File: src/core/stepper_pkg.sv
package stepper_pkg;

  // ------------------------------------------------------------
  // Clock and boost timing
  // ------------------------------------------------------------
  localparam int unsigned CLK_PERIOD_NS = 10;
  // Timing network figures: t_on = 0.55 * R * C
  localparam longint unsigned BOOST_FACTOR_PCT = 55;
  localparam longint unsigned BOOST_RT_OHM = 47000;
  localparam longint unsigned BOOST_CT_PF = 10000;
  // pct/100 and pF*ohm = 1e-12 s = 1e-3 ns
  localparam longint unsigned BOOST_TON_NS =
    (BOOST_FACTOR_PCT * BOOST_RT_OHM * BOOST_CT_PF) / 64'd100000;
  localparam longint unsigned BOOST_CYCLES_L =
    BOOST_TON_NS / CLK_PERIOD_NS;
  localparam int BOOST_W = 16;
  localparam logic [BOOST_W-1:0] BOOST_CYCLES_DEF =
    BOOST_CYCLES_L[BOOST_W-1:0];

  // ------------------------------------------------------------
  // Phase table
  // ------------------------------------------------------------
  localparam int PHASE_W = 3;
  localparam int DRIVE_W = 4;
  typedef logic [PHASE_W-1:0] phase_idx_t;
  // Drive bit positions
  localparam int DRV_A1 = 3;
  localparam int DRV_A2 = 2;
  localparam int DRV_B1 = 1;
  localparam int DRV_B2 = 0;
  localparam logic [DRIVE_W-1:0] DRIVE_OFF = 4'h0;
  localparam phase_idx_t PHASE_RESET = 3'h0;
  localparam phase_idx_t STEP_HALF = 3'h1;
  localparam phase_idx_t STEP_FULL = 3'h2;

  // ------------------------------------------------------------
  // Register map (byte addresses)
  // ------------------------------------------------------------
  localparam int ADDR_W = 4;
  localparam logic [ADDR_W-1:0] REG_BOOST_LEN = 4'h0;
  localparam logic [ADDR_W-1:0] REG_STATUS = 4'h4;
  localparam logic [31:0] READ_UNMAPPED = 32'h0000_0000;
  // Status fields
  localparam int ST_PHASE_LSB = 0;
  localparam int ST_DRIVE_LSB = 4;
  localparam int ST_BOOST_A = 8;
  localparam int ST_BOOST_B = 9;
  localparam int ST_ZERO_A = 10;
  localparam int ST_ZERO_B = 11;
  localparam int ST_KILL = 12;
  localparam int ST_HALF = 13;
  localparam int ST_DIR = 14;

  // Input synchroniser reset level: open pins read high
  localparam logic [3:0] SYNC_RESET = 4'hF;

endpackage

File: src/core/boost_oneshot.sv
module boost_oneshot (
  input wire logic clk,
  input wire logic rst_n,
  input wire logic trigger,
  input wire logic [stepper_pkg::BOOST_W-1:0] length,
  output logic active
);

  logic [stepper_pkg::BOOST_W-1:0] count_r;
  logic [stepper_pkg::BOOST_W-1:0] count_nxt;

  // Retrigger restarts the full interval
  assign count_nxt = trigger ? length :
    (count_r != '0) ? count_r - 1'b1 : count_r;
  assign active = (count_r != '0);

  always_ff @(posedge clk or negedge rst_n) begin
    if (!rst_n) begin
      count_r <= '0;
    end else begin
      count_r <= count_nxt;
    end
  end

endmodule // boost_oneshot

File: src/core/stepper_phase_sequencer.sv
// Operation
// One step per falling edge of advance_strobe, none on rising edges.
// half_step_select low gives half steps, high gives full steps.
// In half-step mode two strobe edges make one full step.
// Direction and size are sampled at the falling strobe edge.
// Controller keeps direction and mode settled around the strobe edge.
// rotation_sense picks forward or reverse traversal of the sequence.
// output_kill high forces all four drives off; sequence state kept.
// Unconnected logic inputs read as high.
// Reset initialises the sequence and holds all outputs off.
// A change of a phase pair triggers that phase's one-shot.
// Two independent one-shots share one timing setting.
// Boost lasts about 0.55 times R times C.
// Boost drops when the interval expires until the next change.
// Zero flags show which phase current is inhibited.
// Controller checks zero flags before half to full step switching.
// Complementary pairs; half-step states turn one pair fully off.
// Boost outputs forced off under output_kill or reset.
// Zero flag high exactly while its pair is fully off. Flags follow the sequence; they stay low under output_kill and reset. Here: low in reset only.
module stepper_phase_sequencer #(
  parameter logic [stepper_pkg::BOOST_W-1:0] BOOST_CYCLES =
    stepper_pkg::BOOST_CYCLES_DEF
) (
  input wire logic clk,
  input wire logic rst_n,
  // Controller pins
  input wire logic advance_strobe,
  input wire logic rotation_sense,
  input wire logic half_step_select,
  input wire logic output_kill,
  // Winding drives, boost outputs and zero flags
  output logic winding_a_first_drive,
  output logic winding_a_second_drive,
  output logic winding_b_first_drive,
  output logic winding_b_second_drive,
  output logic boost_out_phase_a,
  output logic boost_out_phase_b,
  output logic phase_a_zero_flag,
  output logic phase_b_zero_flag,
  // Avalon-MM slave
  input wire logic [stepper_pkg::ADDR_W-1:0] avs_address,
  input wire logic avs_read,
  input wire logic avs_write,
  input wire logic [31:0] avs_writedata,
  output logic [31:0] avs_readdata,
  output logic avs_waitrequest
);

  // ------------------------------------------------------------
  // Phase table decode
  // ------------------------------------------------------------
  // Even indices are full-step states, odd ones have one pair off
  function automatic logic [stepper_pkg::DRIVE_W-1:0] drive_of(
    input stepper_pkg::phase_idx_t idx
  );
    logic [stepper_pkg::DRIVE_W-1:0] d;
    d = stepper_pkg::DRIVE_OFF;
    unique case (idx)
      3'h0: d = 4'hA;
      3'h1: d = 4'h2;
      3'h2: d = 4'h6;
      3'h3: d = 4'h4;
      3'h4: d = 4'h5;
      3'h5: d = 4'h1;
      3'h6: d = 4'h9;
      3'h7: d = 4'h8;
    endcase
    return d;
  endfunction

  function automatic logic pair_a_off(
    input logic [stepper_pkg::DRIVE_W-1:0] d
  );
    return !d[stepper_pkg::DRV_A1] && !d[stepper_pkg::DRV_A2];
  endfunction

  function automatic logic pair_b_off(
    input logic [stepper_pkg::DRIVE_W-1:0] d
  );
    return !d[stepper_pkg::DRV_B1] && !d[stepper_pkg::DRV_B2];
  endfunction

  // ------------------------------------------------------------
  // Pin synchronisers
  // ------------------------------------------------------------
  logic [3:0] pins;
  logic [3:0] sync1_r;
  logic [3:0] sync2_r;
  logic strobe_d_r;

  assign pins = {advance_strobe, rotation_sense, half_step_select,
                 output_kill};

  // Reset to high so a floating pin never looks like a low
  always_ff @(posedge clk or negedge rst_n) begin
    if (!rst_n) begin
      sync1_r <= stepper_pkg::SYNC_RESET;
      sync2_r <= stepper_pkg::SYNC_RESET;
      strobe_d_r <= 1'b1;
    end else begin
      sync1_r <= pins;
      sync2_r <= sync1_r;
      strobe_d_r <= sync2_r[3];
    end
  end

  logic strobe_s;
  logic dir_s;
  logic full_s;
  logic kill_s;
  logic strobe_fall;

  assign strobe_s = sync2_r[3];
  assign dir_s = sync2_r[2];
  assign full_s = sync2_r[1];
  assign kill_s = sync2_r[0];
  // Direction and mode are taken in the same cycle as the edge,
  // so the controller must settle them beforehand
  assign strobe_fall = strobe_d_r && !strobe_s;

  // ------------------------------------------------------------
  // Sequencer
  // ------------------------------------------------------------
  stepper_pkg::phase_idx_t phase_r;
  stepper_pkg::phase_idx_t phase_nxt;
  stepper_pkg::phase_idx_t step_size;
  stepper_pkg::phase_idx_t phase_moved;

  // Full step from a half state moves one place to regain a full
  // state; otherwise a full step skips the half state
  assign step_size = (!full_s || phase_r[0]) ?
    stepper_pkg::STEP_HALF : stepper_pkg::STEP_FULL;
  assign phase_moved = dir_s ? phase_r + step_size :
    phase_r - step_size;
  assign phase_nxt = strobe_fall ? phase_moved : phase_r;

  always_ff @(posedge clk or negedge rst_n) begin
    if (!rst_n) begin
      phase_r <= stepper_pkg::PHASE_RESET;
    end else begin
      phase_r <= phase_nxt;
    end
  end

  // ------------------------------------------------------------
  // Pair change triggers
  // ------------------------------------------------------------
  logic [stepper_pkg::DRIVE_W-1:0] drive_cur;
  logic [stepper_pkg::DRIVE_W-1:0] drive_next;
  logic trig_a;
  logic trig_b;

  assign drive_cur = drive_of(phase_r);
  assign drive_next = drive_of(phase_nxt);
  assign trig_a = drive_cur[stepper_pkg::DRV_A1] !=
      drive_next[stepper_pkg::DRV_A1] ||
    drive_cur[stepper_pkg::DRV_A2] !=
      drive_next[stepper_pkg::DRV_A2];
  assign trig_b = drive_cur[stepper_pkg::DRV_B1] !=
      drive_next[stepper_pkg::DRV_B1] ||
    drive_cur[stepper_pkg::DRV_B2] !=
      drive_next[stepper_pkg::DRV_B2];

  // ------------------------------------------------------------
  // One-shots
  // ------------------------------------------------------------
  logic [stepper_pkg::BOOST_W-1:0] boost_len_r;
  logic [1:0] trig;
  logic [1:0] shot_active;

  assign trig = {trig_b, trig_a};

  // Both timers run from the one shared length setting
  for (genvar g = 0; g < 2; g++) begin : g_shot
    boost_oneshot u_shot (
      .clk(clk),
      .rst_n(rst_n),
      .trigger(trig[g]),
      .length(boost_len_r),
      .active(shot_active[g])
    );
  end

  // ------------------------------------------------------------
  // Output registers
  // ------------------------------------------------------------
  logic [stepper_pkg::DRIVE_W-1:0] drive_gated;
  logic [1:0] boost_gated;
  logic [stepper_pkg::DRIVE_W-1:0] drive_r;
  logic [1:0] boost_r;
  logic [1:0] zero_r;

  assign drive_gated = kill_s ? stepper_pkg::DRIVE_OFF :
    drive_next;
  assign boost_gated = kill_s ? 2'h0 : shot_active;

  always_ff @(posedge clk or negedge rst_n) begin
    if (!rst_n) begin
      drive_r <= stepper_pkg::DRIVE_OFF;
      boost_r <= 2'h0;
      zero_r <= 2'h0;
    end else begin
      drive_r <= drive_gated;
      boost_r <= boost_gated;
      zero_r <= {pair_b_off(drive_next),
                 pair_a_off(drive_next)};
    end
  end

  assign winding_a_first_drive = drive_r[stepper_pkg::DRV_A1];
  assign winding_a_second_drive = drive_r[stepper_pkg::DRV_A2];
  assign winding_b_first_drive = drive_r[stepper_pkg::DRV_B1];
  assign winding_b_second_drive = drive_r[stepper_pkg::DRV_B2];
  assign boost_out_phase_a = boost_r[0];
  assign boost_out_phase_b = boost_r[1];
  // Flags track the sequence, not output_kill
  assign phase_a_zero_flag = zero_r[0];
  assign phase_b_zero_flag = zero_r[1];

  // ------------------------------------------------------------
  // Avalon-MM slave
  // ------------------------------------------------------------
  // Fixed one wait state: every access ends at the second edge
  logic ack_r;
  logic req;
  logic hit_len;
  logic hit_status;
  logic [31:0] status_word;
  logic [31:0] read_mux;
  logic [31:0] readdata_r;
  logic len_we;

  assign req = avs_read || avs_write;
  assign avs_waitrequest = req && !ack_r;
  assign hit_len = avs_address == stepper_pkg::REG_BOOST_LEN;
  assign hit_status = avs_address == stepper_pkg::REG_STATUS;
  assign len_we = avs_write && ack_r && hit_len;

  always_comb begin
    status_word = 32'h0000_0000;
    status_word[stepper_pkg::ST_PHASE_LSB +: stepper_pkg::PHASE_W] =
      phase_r;
    status_word[stepper_pkg::ST_DRIVE_LSB +: stepper_pkg::DRIVE_W] =
      drive_r;
    status_word[stepper_pkg::ST_BOOST_A] = boost_r[0];
    status_word[stepper_pkg::ST_BOOST_B] = boost_r[1];
    status_word[stepper_pkg::ST_ZERO_A] = zero_r[0];
    status_word[stepper_pkg::ST_ZERO_B] = zero_r[1];
    status_word[stepper_pkg::ST_KILL] = kill_s;
    status_word[stepper_pkg::ST_HALF] = !full_s;
    status_word[stepper_pkg::ST_DIR] = dir_s;
  end

  assign read_mux = hit_len ? {{(32 - stepper_pkg::BOOST_W){1'b0}},
                               boost_len_r} :
    hit_status ? status_word : stepper_pkg::READ_UNMAPPED;

  always_ff @(posedge clk or negedge rst_n) begin
    if (!rst_n) begin
      ack_r <= 1'b0;
      readdata_r <= 32'h0000_0000;
      // Preset length comes from the build, software may override
      boost_len_r <= BOOST_CYCLES;
    end else begin
      ack_r <= req && !ack_r;
      if (avs_read && !ack_r) begin
        readdata_r <= read_mux;
      end
      if (len_we) begin
        boost_len_r <= avs_writedata[stepper_pkg::BOOST_W-1:0];
      end
    end
  end

  assign avs_readdata = readdata_r;

endmodule // stepper_phase_sequencer

File: config.mk
export PLATFORM = sky130hd
export DESIGN_NAME = stepper_phase_sequencer
export DESIGN_NICKNAME = d
export VERILOG_FILES = /design/src/core/stepper_pkg.sv /design/src/core/boost_oneshot.sv /design/src/core/stepper_phase_sequencer.sv
export SDC_FILE = /design/constraint.sdc
export NUM_CORES = 1
export LEC_CHECK = 0
export BUFFER_PORTS_ARGS = -buffer_cell sky130_fd_sc_hd__buf_4
export CORE_MARGIN = 3
export CORE_UTILIZATION = 55
export DETAILED_ROUTE_END_ITERATION = 8
export PLACE_DENSITY = 0.8
export SLEW_MARGIN = 20
export SYNTH_ARGS = -nofsm -noshare
export SYNTH_HDL_FRONTEND = slang
export SYNTH_HIERARCHICAL = 1
export SYNTH_SLANG_ARGS = --single-unit
File: constraint.sdc
create_clock -name clk -period 3 [get_ports clk]
set_input_delay 0 -clock clk [delete_from_list [all_inputs] [get_ports clk]]
set_output_delay 0 -clock clk [all_outputs]
set_load 0.005 [all_outputs]
==> results.toml, run 1 <==
[die]
floorplan.die_area_sq_um = 8980
pin_count = 85
num_rows = 31
die_height_um = 94.8
floorplan.core_area_sq_um = 7450
initial_core_util_pct = 58.2
die_w_um = 94.8

[power_and_ir_drop]
cell_internal_pwr_uw = 2560
p_per_area_nw_per_um2 = 804
p_switching_uw = 1600
vdd.ir_drop.worst_v = 0.000489
clkPwrFrac_pct = 20.2
p_seq_share_pct = 45.8
static_leakage_uw = 0.00228
netSwitchingFraction_pct = 38.6
totalPowerFinal_uw = 4160
pwr-share-comb_pct = 34.0

[sta]
fin_worst_hold_slack_ps = 160
fin_worst_skew_ps = 7.22
timing.final.crit_share_pct = 94.5
setup_viol_count_final = 0
max_freq_ghz = 0.353
endpoints_failing_hold = 0
min_period_ps = 2830
timing.max_slew.rel_slack_pct = 36.3
slew_viol_final = 0
unrepaired_setup_endpoints_after_global_routing = "false"
setup-tns-final_ps = 0
worst_pin_slew_ps = 956

[finish]
multiInputGateArea_sq_um = 2000
post-route-util_pct = 69.4
fin_nets = 527
syn2layout_area_growth_pct = 19.3
regArea_sq_um = 2150
drive_gt1_share_pct = 25.2
layout.filler_cells = 537
diodes = 0

[synthesis]
async_flop_share_pct = 100
synth.ff_latch_count = 85
synth_top_cell_area_share_pct = 38.7
ys_seq_area_share_pct = 49.6
synthDistinctLibCells = 51
synth_edf_count = 0
postSynth.topFlopCell = "dfrtp_1"
syn_inst = 407
syn_area_sq_um = 4330
post-synth-top-area-cell = "dfrtp_1"
ys.warnings.count = 6
synth_top_cells_by_area = "dfrtp_1, dfstp_2, nand2_1"
post_synth.cell_area_avg_sq_um = 10.6

[setup_path]
data_arrival_at_the_endpoint_of_the_critical_path_ps = 3090
path_cells = "inv_1 -> o21ai_0 -> fa_1 -> nor3_1 -> a21oi_1 -> o311a_1 -> or3_1 -> o211a_1"
critPathSlowestCell = "fa_1"
timing.critical_path.max_delay_family = "compound AO/OA/AOI/OAI gates"
crit_path_max_incr_delay_ps = 570
worstPathRequired_ps = 3260
cp_max_fo = 7
timing.critical_path.buf_inv = 1
timing.critical_path.to_type = "flip-flop"
setup.worst_path.start_class = "flip-flop"
path_class = "reg2reg"

[drt]
final_antenna_net_count = 0
drt_iter0_drc = 235
dr_drc_count = 0
routed-via-count = 3404
dr.pass1.iters = 5
vias_per_cell = 5.83
drt-wirelength-per-cell_um = 18.5
routed_wl_um = 10800

[status]
run_status = "finished clean"

[hold_path]
hp-class = "in2reg"

[global_route]
grt_max_degree = 86
antenna_found_initial = 0
track_usage_pct = 25.6
grt_pass1_vias = 3480
global_route_wire_length_before_repair_um = 17400
grt-ovfl-total = 0

[clock_network]
clkLatencyLatePin_ps = 360
cts_tree = "done"
path_clk_slew_ps = 90
cts_buffer_depth = 2
cts.root.buffer_cell = "clkbuf_8"
clock_tree.htree_level_count = 3
clock-sinks = 85
cts_made_buffers = 9

[placed_design]
dpl.hpwl_um = 7140
routabilityCongestion = 0.893
port_buf_inserts = 52

[flow_run]
max_cap_violations = 0
[layout make-up]
| type | instances | share of cell area (%) |
|---|---|---|
| flip-flops and latches | 85 | 41.6 |
| multi-input cells | 294 | 38.7 |
| repair buffers | 80 | 12.8 |
| clock buffers | 10 | 2.47 |
| well taps | 99 | 2.40 |
| clock inverters | 6 | 1.33 |
| inverters | 10 | 0.726 |
[repair_timing]
action | in CTS | in global routing
hold buffers | 23 | 0
buffers inserted | 0 | 0
setup endpoints to repair | 0 | 1
gates resized for setup | 0 | 1
endpoints found under the hold margin | 88 | 0
[power groups by stage]
stage          combinational, uW  clock [uW]  sequential [uW]
2_1_floorplan               1070           0             1770
6_report                    1410         841             1900
3_3_place_gp                1290           0             1890
4_1_cts                     1390         845             1890
3_5_place_dp                1350           0             1910
5_1_grt                     1560         903             1950
[kinds of logic (layout without fill, tap and decap cells)]
logic type	count (synthesis)	in the layout	synth area share, %
buffers and inverters	43	106	5.77
and+or+nand+nor	147	147	19.9
other	1	16	0.0865
xor gates and xnor gates	16	16	3.23
adders and majority gates	3	3	1.04
DFF	85	85	49.6
AOI/OAI and AO/OA	89	89	14.5
muxes	23	23	5.86
[flip-flops by register name (all words and copies together), names as in the netlist]
| name | flops |
|---|---|
| sync1_r | 4 |
| g_shot.u_shot/count_r | 32 |
| drive_r | 4 |
| sync2_r | 4 |
| zero_r | 2 |
| boost_r | 2 |
| avs_readdata | 16 |
| strobe_d_r | 1 |
| phase_r | 3 |
| boost_len_r | 16 |
| ack_r | 1 |
[Yosys cell counts, types with 3 or more instances]
library cell and instances:
buf_6 3, xor2_1 9, dfstp_2 18, nand2b_1 16
nor3_1 8, nor4_4 3, o31ai_1 10, o21ai_0 24
nor3_2 4, nand2_1 47, or2_2 3, a2bb2oi_1 4
a22oi_1 16, mux2i_1 4, xnor2_1 7, mux2_2 9
nor4_2 4, mux2_1 10, dfrtp_1 67, buf_4 17
nand3_1 8, clkbuf_1 11, nor2b_1 8, a21oi_1 7
or3_1 8, nor2_1 22, a21o_1 5, inv_1 10
o211a_1 10
[cells in the final DEF, fill, tap and decap left out, types with 3 or more instances in the layout]
master,instances
a21o_1,5
a21oi_1,7
a22oi_1,16
a2bb2oi_1,4
buf_4,56
clkbuf_8,9
conb_1,16
dfrtp_1,67
dfstp_2,18
dlygate4sd3_1,23
inv_1,10
mux2_1,10
mux2_2,9
mux2i_1,4
nand2_1,47
nand2b_1,16
nand3_1,8
nor2_1,21
nor2b_1,8
nor3_1,8
nor3_2,4
nor4_2,4
nor4_4,3
o211a_1,10
o21ai_0,24
o31ai_1,10
or2_2,3
or3_1,8
xnor2_1,6
xor2_1,9
[worst paths after layout]
kind | startpoint | end | slack (ps) | cells after the start
worst max-delay path | sync2_r[1]$_DFF_PN1_ | g_shot[0].u_shot/count_r[13]$_DFFE_PN0P_ | 170 | 8
max in group asynchronous | rst_n | avs_readdata[2]$_DFFE_PN0P_ | 2250 | 2
worst min register to register | sync1_r[2]$_DFF_PN1_ | sync2_r[2]$_DFF_PN1_ | 360 | 0
worst max register to register | sync2_r[1]$_DFF_PN1_ | g_shot[0].u_shot/count_r[13]$_DFFE_PN0P_ | 170 | 8
worst min-delay path | avs_address[0] | avs_readdata[15]$_DFFE_PN0P_ | 160 | 5
min in group asynchronous | rst_n | g_shot[0].u_shot/count_r[10]$_DFFE_PN0P_ | 240 | 2
[worst min-delay path, cell delays in order]
cell and delay (ps):
buf_4 110, nor4_4 30, buf_4 190, nand2_1 90
o21ai_0 70
[routing by layer]
metal / part of all wire (%) / GRT usage [%] / up-vias
met5: 0 / 0 / -
met4: 3.7 / 12.4 / 0
met3: 5.6 / 5.90 / 32
met2: 49 / 42.3 / 139
met1: 41 / 31.7 / 1664
li1: - / - / 1569
[through the flow]
step | setup WS, ps | area [sq um] | std cells
after floorplan | 283 | 4390 | 422
after global placement | 318 | 4730 | 545
after detailed placement | 269 | 4730 | 545
after CTS | 192 | 5160 | 584
after global routing | 85.8 | 5170 | 584
final | 166 | 5170 | 584
Note: power is estimated with default switching activity, not from simulation.
==> run 2, diff against run 1 <==
--- a/config.mk
+++ b/config.mk
@@ -6,10 +6,12 @@
 export NUM_CORES = 1
 export LEC_CHECK = 0
 export BUFFER_PORTS_ARGS = -buffer_cell sky130_fd_sc_hd__buf_4
+export CELL_PAD_IN_SITES_DETAIL_PLACEMENT = 2
+export CELL_PAD_IN_SITES_GLOBAL_PLACEMENT = 2
 export CORE_MARGIN = 3
-export CORE_UTILIZATION = 55
+export CORE_UTILIZATION = 32
 export DETAILED_ROUTE_END_ITERATION = 8
-export PLACE_DENSITY = 0.8
+export PLACE_DENSITY = 0.86
 export SLEW_MARGIN = 20
 export SYNTH_ARGS = -nofsm -noshare
 export SYNTH_HDL_FRONTEND = slang
==> results.toml, run 2 (synthesis gave the netlist of run 1 again) <==
[status]
run_status = "complete, but fails checks"
violated_checks = "negative setup slack"

[hold_path]
hp-class = "in2reg"

[placed_design]
port_buf_inserts = 52
routabilityCongestion = 0.841
place_inst = 621
dpl-instance-area_sq_um = 4860
pre_cts_ws_ps = -103
dpl.hpwl_um = 9790

[die]
pin_count = 85
die_w_um = 122
num_rows = 41
die_height_um = 122
initial_core_util_pct = 33.5
floorplan.core_area_sq_um = 12900
floorplan.die_area_sq_um = 15000

[finish]
drive_gt1_share_pct = 28.9
layout.filler_cells = 1346
fin_nets = 534
register_name_with_the_most_flops = "g_shot.u_shot/count_r"
stdcell_area_sq_um = 5510
syn2layout_area_growth_pct = 27.1
final_cell_mix = "dfrtp_1, buf_4, nand2_1"
final_cells = 665
max_reg_flops = 32
mostFrequentLayoutCell = "dfrtp_1"

[sta]
setup_viol_count_final = 4
slew_viol_final = 0
endpoints_failing_hold = 0
timing.final.crit_share_pct = 102
worst_slack_ps = -66.4
timing.max_slew.rel_slack_pct = 31.7
max_freq_ghz = 0.326
fin_worst_hold_slack_ps = 269
fin_worst_skew_ps = 10.2
worst_pin_slew_ps = 1020
min_period_ps = 3070

[setup_path]
path_cells = "inv_1 -> o21ai_4 -> fa_2 -> buf_4 -> nor3_4 -> a21oi_2 -> o311a_4 -> buf_12 -> clkinvlp_4 -> nand2_1 -> o21ai_1"
critPathSlowestCell = "dfstp_2"
data_arrival_at_the_endpoint_of_the_critical_path_ps = 3300
path_class = "reg2reg"
setup.worst_path.start_class = "flip-flop"
timing.critical_path.max_delay_family = "compound AO/OA/AOI/OAI gates"
worstPathRequired_ps = 3230
cp_max_fo = 9
crit_path_max_incr_delay_ps = 560
timing.critical_path.buf_inv = 4
timing.critical_path.to_type = "flip-flop"

[global_route]
grt_max_degree = 86
global_route_wire_length_before_repair_um = 28300
antenna_found_initial = 1
grt_pass1_vias = 4247
track_usage_pct = 25.8
grt-ovfl-total = 0

[clock_network]
cts_tree = "done"
cts_buffer_depth = 2
clkLatencyLatePin_ps = 360
cts.root.buffer_cell = "clkbuf_16"
path_clk_slew_ps = 70
clock_tree.htree_level_count = 3
clock-sinks = 85
cts_made_buffers = 9

[drt]
drt-wirelength-per-cell_um = 31.6
dr.pass1.iters = 5
final_antenna_net_count = 0
dr_drc_count = 0
routed-via-count = 4027
drt_iter0_drc = 303
vias_per_cell = 6.06
routed_wl_um = 21000

[power_and_ir_drop]
static_leakage_uw = 0.00238
totalPowerFinal_uw = 5220
p_per_area_nw_per_um2 = 948
vdd.ir_drop.worst_v = 0.000358

[flow_run]
max_cap_violations = 0
==> run 2: cell types whose count changed in the layout (fill, tap and decap cells not counted), sizes merged <==
cell,delta
clkinvlp,+2
diode,+1
clkinv,+1
inv,-3
buf,+7
==> run 2: power breakdown <==
group | leakage (uW) | switching [uW] | internal (uW)
registers | 0.00104 | 547 | 1490
clock network | 0.000149 | 543 | 676
logic | 0.00119 | 1200 | 762
==> run 2: path summary, 6_finish.rpt <==
path                       cells after the start                                      end                 start  slack, ps
setup reg to reg                              11  g_shot[0].u_shot/count_r[3]$_DFFE_PN0P_  sync2_r[1]$_DFF_PN1_        -70
hold reg to reg                                0                     sync2_r[2]$_DFF_PN1_  sync1_r[2]$_DFF_PN1_        360
max in group asynchronous                      2               boost_len_r[8]$_DFFE_PN0P_                 rst_n       2160
hold / removal                                 5             avs_readdata[15]$_DFFE_PN0P_        avs_address[0]        270
min in group asynchronous                      2                     drive_r[3]$_DFF_PN0_                 rst_n        300
setup / recovery                              11  g_shot[0].u_shot/count_r[3]$_DFFE_PN0P_  sync2_r[1]$_DFF_PN1_        -70
==> run 2: layout make-up <==
cell class | instances | area (sq um) | share of cell area [%]
Antenna cell | 1 | 2.50 | 0.0454
Clock buffer | 10 | 239 | 4.34
Clock inverter | 6 | 68.8 | 1.25
Inverter | 10 | 41.3 | 0.749
Multi-Input combinational cell | 294 | 2070 | 37.5
Sequential cell | 85 | 2150 | 39.0
Tap cell | 172 | 215 | 3.91
Timing Repair Buffer | 87 | 727 | 13.2
==> run 2: routing by layer <==
| metal | vias to the layer above | GRT usage, % | wire length (um) |
|---|---|---|---|
| met5 | - | 0 | 15 |
| met4 | 2 | 11.2 | 1460 |
| met3 | 95 | 5.71 | 1470 |
| met2 | 275 | 44.8 | 10400 |
| met1 | 2074 | 30.8 | 7660 |
| li1 | 1581 | - | - |
==> run 2: worst reg2reg max path, delay by kind of cell, from the launching register on <==
family | cells | cell delay, ps
DFF | 1 | 560
adders and majority gates | 1 | 500
AOI/OAI and AO/OA | 4 | 1000
and+or+nand+nor | 2 | 290
buffers and inverters | 4 | 600
==> run 2: stage by stage <==
step	TNS (ps)	utilization (%)
floorplan	0	-
global placement	0	37.6
detailed placement	-553	37.6
CTS	0	42.0
global route	-287	42.6
finish	-87.6	42.6
==> run 2: repair_timing <==
item | in CTS | in global routing
hold buffers | 23 | 0
pin swaps | 1 | 1
resized for setup | 6 | 12
endpoints found under the setup margin | 16 | 26
setup buffers | 2 | 2
hold endpoints to repair | 88 | 0
==> run 3, diff against run 2 <==
--- a/config.mk
+++ b/config.mk
@@ -5,15 +5,15 @@
 export SDC_FILE = /design/constraint.sdc
 export NUM_CORES = 1
 export LEC_CHECK = 0
+export ABC_AREA = 1
 export BUFFER_PORTS_ARGS = -buffer_cell sky130_fd_sc_hd__buf_4
 export CELL_PAD_IN_SITES_DETAIL_PLACEMENT = 2
 export CELL_PAD_IN_SITES_GLOBAL_PLACEMENT = 2
 export CORE_MARGIN = 3
 export CORE_UTILIZATION = 32
 export DETAILED_ROUTE_END_ITERATION = 8
-export PLACE_DENSITY = 0.86
+export PLACE_DENSITY = 0.9
 export SLEW_MARGIN = 20
 export SYNTH_ARGS = -nofsm -noshare
 export SYNTH_HDL_FRONTEND = slang
-export SYNTH_HIERARCHICAL = 1
 export SYNTH_SLANG_ARGS = --single-unit
==> results.toml, run 3 <==
[die]
die_w_um = 122
die_height_um = 122
floorplan.core_area_sq_um = 12900
floorplan.die_area_sq_um = 14900
initial_core_util_pct = 33.4
pin_count = 85
num_rows = 41

[global_route]
track_usage_pct = 20.8
global_route_wire_length_before_repair_um = 23500
grt_max_degree = 86
antenna_found_initial = 0
grt_pass1_vias = 4261
grt-ovfl-total = 0

[hold_path]
hp-class = "in2reg"
timing.hold.worst.start = "avs_address[2]"
timing.hold.worst_endpoint = "avs_readdata[10]$_DFFE_PN0P_"
worstHoldPathCells = 3

[sta]
timing.max_slew.rel_slack_pct = 42.8
endpoints_failing_hold = 0
max_freq_ghz = 0.370
slew_viol_final = 0
fin_worst_skew_ps = 11.2
timing.final.crit_share_pct = 90.2
worst_pin_slew_ps = 855
setup_viol_count_final = 0
setup-tns-final_ps = 0
worst_slack_ps = 295
min_period_ps = 2710
unrepaired_setup_endpoints_after_global_routing = "false"

[drt]
routed-via-count = 3692
dr.pass1.iters = 4
drt-wirelength-per-cell_um = 19.2
drt_iter0_drc = 120
detailroute.wirelength.met2_um = 7530
final_antenna_net_count = 0
wirelength_met1_um = 6050
highest_layer = "met4"
wl_met3_um = 606
vias_per_cell = 4.88
routed_wl_um = 14500
dr_drc_count = 0

[synthesis]
synth_top_cell_area_share_pct = 38.8
async_flop_share_pct = 100
synth_edf_count = 0
postSynth.topFlopCell = "dfrtp_1"
post_synth.cell_area_avg_sq_um = 8.63
syn_area_sq_um = 4320
synth_most_common_cell = "nand2_1"
synth_top_cells_by_area = "dfrtp_1, dfstp_2, nand2_1"
yosys-top-cells-count = "nand2_1, dfrtp_1, nor2_1, inv_1"
synth.ff_latch_count = 85
syn_inst = 501
ys.warnings.count = 0
ys_seq_area_share_pct = 49.7
synthDistinctLibCells = 40
post-synth-top-area-cell = "dfrtp_1"

[clock_network]
clkLatencyLatePin_ps = 350
post_cts_setup_inserts = 0
clock-sinks = 85
clock_tree.htree_level_count = 3
cts.root.buffer_cell = "clkbuf_16"
cts_buffer_depth = 2
path_clk_slew_ps = 70
cts_made_buffers = 9
cts_tree = "done"

[flow_run]
max_cap_violations = 0

[placed_design]
port_buf_inserts = 52
place_inst = 717
routabilityCongestion = 0.878
dpl.hpwl_um = 9910
pre_cts_ws_ps = 197

[finish]
fin_nets = 628
final_cells = 756
drive_gt1_share_pct = 21.4
multiInputGateArea_sq_um = 1880
syn2layout_area_growth_pct = 24.4
regArea_sq_um = 2150
diodes = 0
layout.filler_cells = 1454
mostFrequentLayoutCell = "nand2_1"
register_name_with_the_most_flops = "g_shot.u_shot.count_r"
final_cell_mix = "nand2_1, dfrtp_1, nor2_1"
max_reg_flops = 32

[setup_path]
setup.worst_path.start_class = "flip-flop"
setup.reg_to_reg.worst_slack_ps = 290
timing.critical_path.to_type = "flip-flop"
path_class = "reg2reg"
cp_max_fo = 29
worstPathRequired_ps = 3250
regToRegEndpoint = "g_shot[0].u_shot.count_r[14]$_DFFE_PN0P_"
data_arrival_at_the_endpoint_of_the_critical_path_ps = 2960
timing.reg2reg.worst_path_depth = 14
worst_r2r_startpoint = "phase_r[0]$_DFF_PN0_"

[power_and_ir_drop]
vdd.ir_drop.worst_v = 0.000396
static_leakage_uw = 0.00259
p_per_area_nw_per_um2 = 867
totalPowerFinal_uw = 4670

[status]
run_status = "finished clean"
## run 3: cell count changes after synthesis, moves of 10 or more
cell      delta
nand2_1     +72
nor2_1      +39
inv_1       +31
a22oi_1     -16
nand2b_1    -16
nand3_1     +14
mux2_1      -10
o211a_1     -10
## run 3: worst max-delay path: stages, from the launching register on
cell and delay [ps]:
dfrtp_1 500, o21ai_0 200, fa_1 450, inv_1 80, nand2_1 120, nand3_4 140
nand2_1 60, nand2_1 120, nand2_1 120, nand3b_1 140, nand2_2 120, nand2_4 290
nand2_1 140, nand2_1 90, inv_1 40
## run 3: routing by layer
layer	global-route usage, %	up-vias
met5	0	-
met4	5.88	0
met3	4.93	22
met2	37.0	79
met1	25.1	1863
li1	-	1728
## run 3: worst max-delay path by stage
stage	start	endpoint	cells after the start
after floorplan	sync2_r[1]$_DFF_PN1_	g_shot[0].u_shot.count_r[11]$_DFFE_PN0P_	15
after global placement	sync2_r[1]$_DFF_PN1_	g_shot[0].u_shot.count_r[1]$_DFFE_PN0P_	13
after detailed placement	sync2_r[1]$_DFF_PN1_	g_shot[0].u_shot.count_r[14]$_DFFE_PN0P_	13
after CTS	sync2_r[1]$_DFF_PN1_	g_shot[0].u_shot.count_r[4]$_DFFE_PN0P_	13
after global routing	phase_r[0]$_DFF_PN0_	g_shot[0].u_shot.count_r[4]$_DFFE_PN0P_	14
final	phase_r[0]$_DFF_PN0_	g_shot[0].u_shot.count_r[14]$_DFFE_PN0P_	14
## run 3: power breakdown
part / internal, uW / switching (uW) / total [uW] / leakage (uW)
Sequential: 1490 / 309 / 1800 / 0.000998
Combinational: 627 / 1090 / 1720 / 0.00145
Clock: 667 / 483 / 1150 / 0.000149
## run 3: cell type report
class | instances | area share [%]
Sequential cell | 85 | 40.0
Multi-Input combinational cell | 358 | 34.9
Timing Repair Buffer | 81 | 12.4
Clock buffer | 10 | 4.44
Tap cell | 172 | 4.00
Inverter | 44 | 3.07
Clock inverter | 6 | 1.14
## run 3: cells by family after synthesis
| group | share of synthesized area (%) |
|---|---|
| buffers and inverters | 8.34 |
| adder cells (fa/ha/maj) | 1.62 |
| AND/OR/NAND/NOR | 24.2 |
| XOR/XNOR | 5.27 |
| other | 0.0867 |
| AO/OA/AOI/OAI | 8.91 |
| multiplexers | 1.82 |
| flip-flops | 49.7 |
## run 3: stage by stage
stage	hold WS, ps	utilization [%]	instance area [sq um]
after global placement	109	37.4	4830
after CTS	16.2	41.5	5370
after detailed placement	110	37.4	4830
after floorplan	-296	-	4380
final	33.1	41.6	5380
after global routing	41.5	41.6	5380
## run 3: what timing repair did
action	in CTS	in global routing
resized for setup	0	2
hold endpoints to repair	88	0
setup endpoints to repair	0	26
hold buffers	23	0
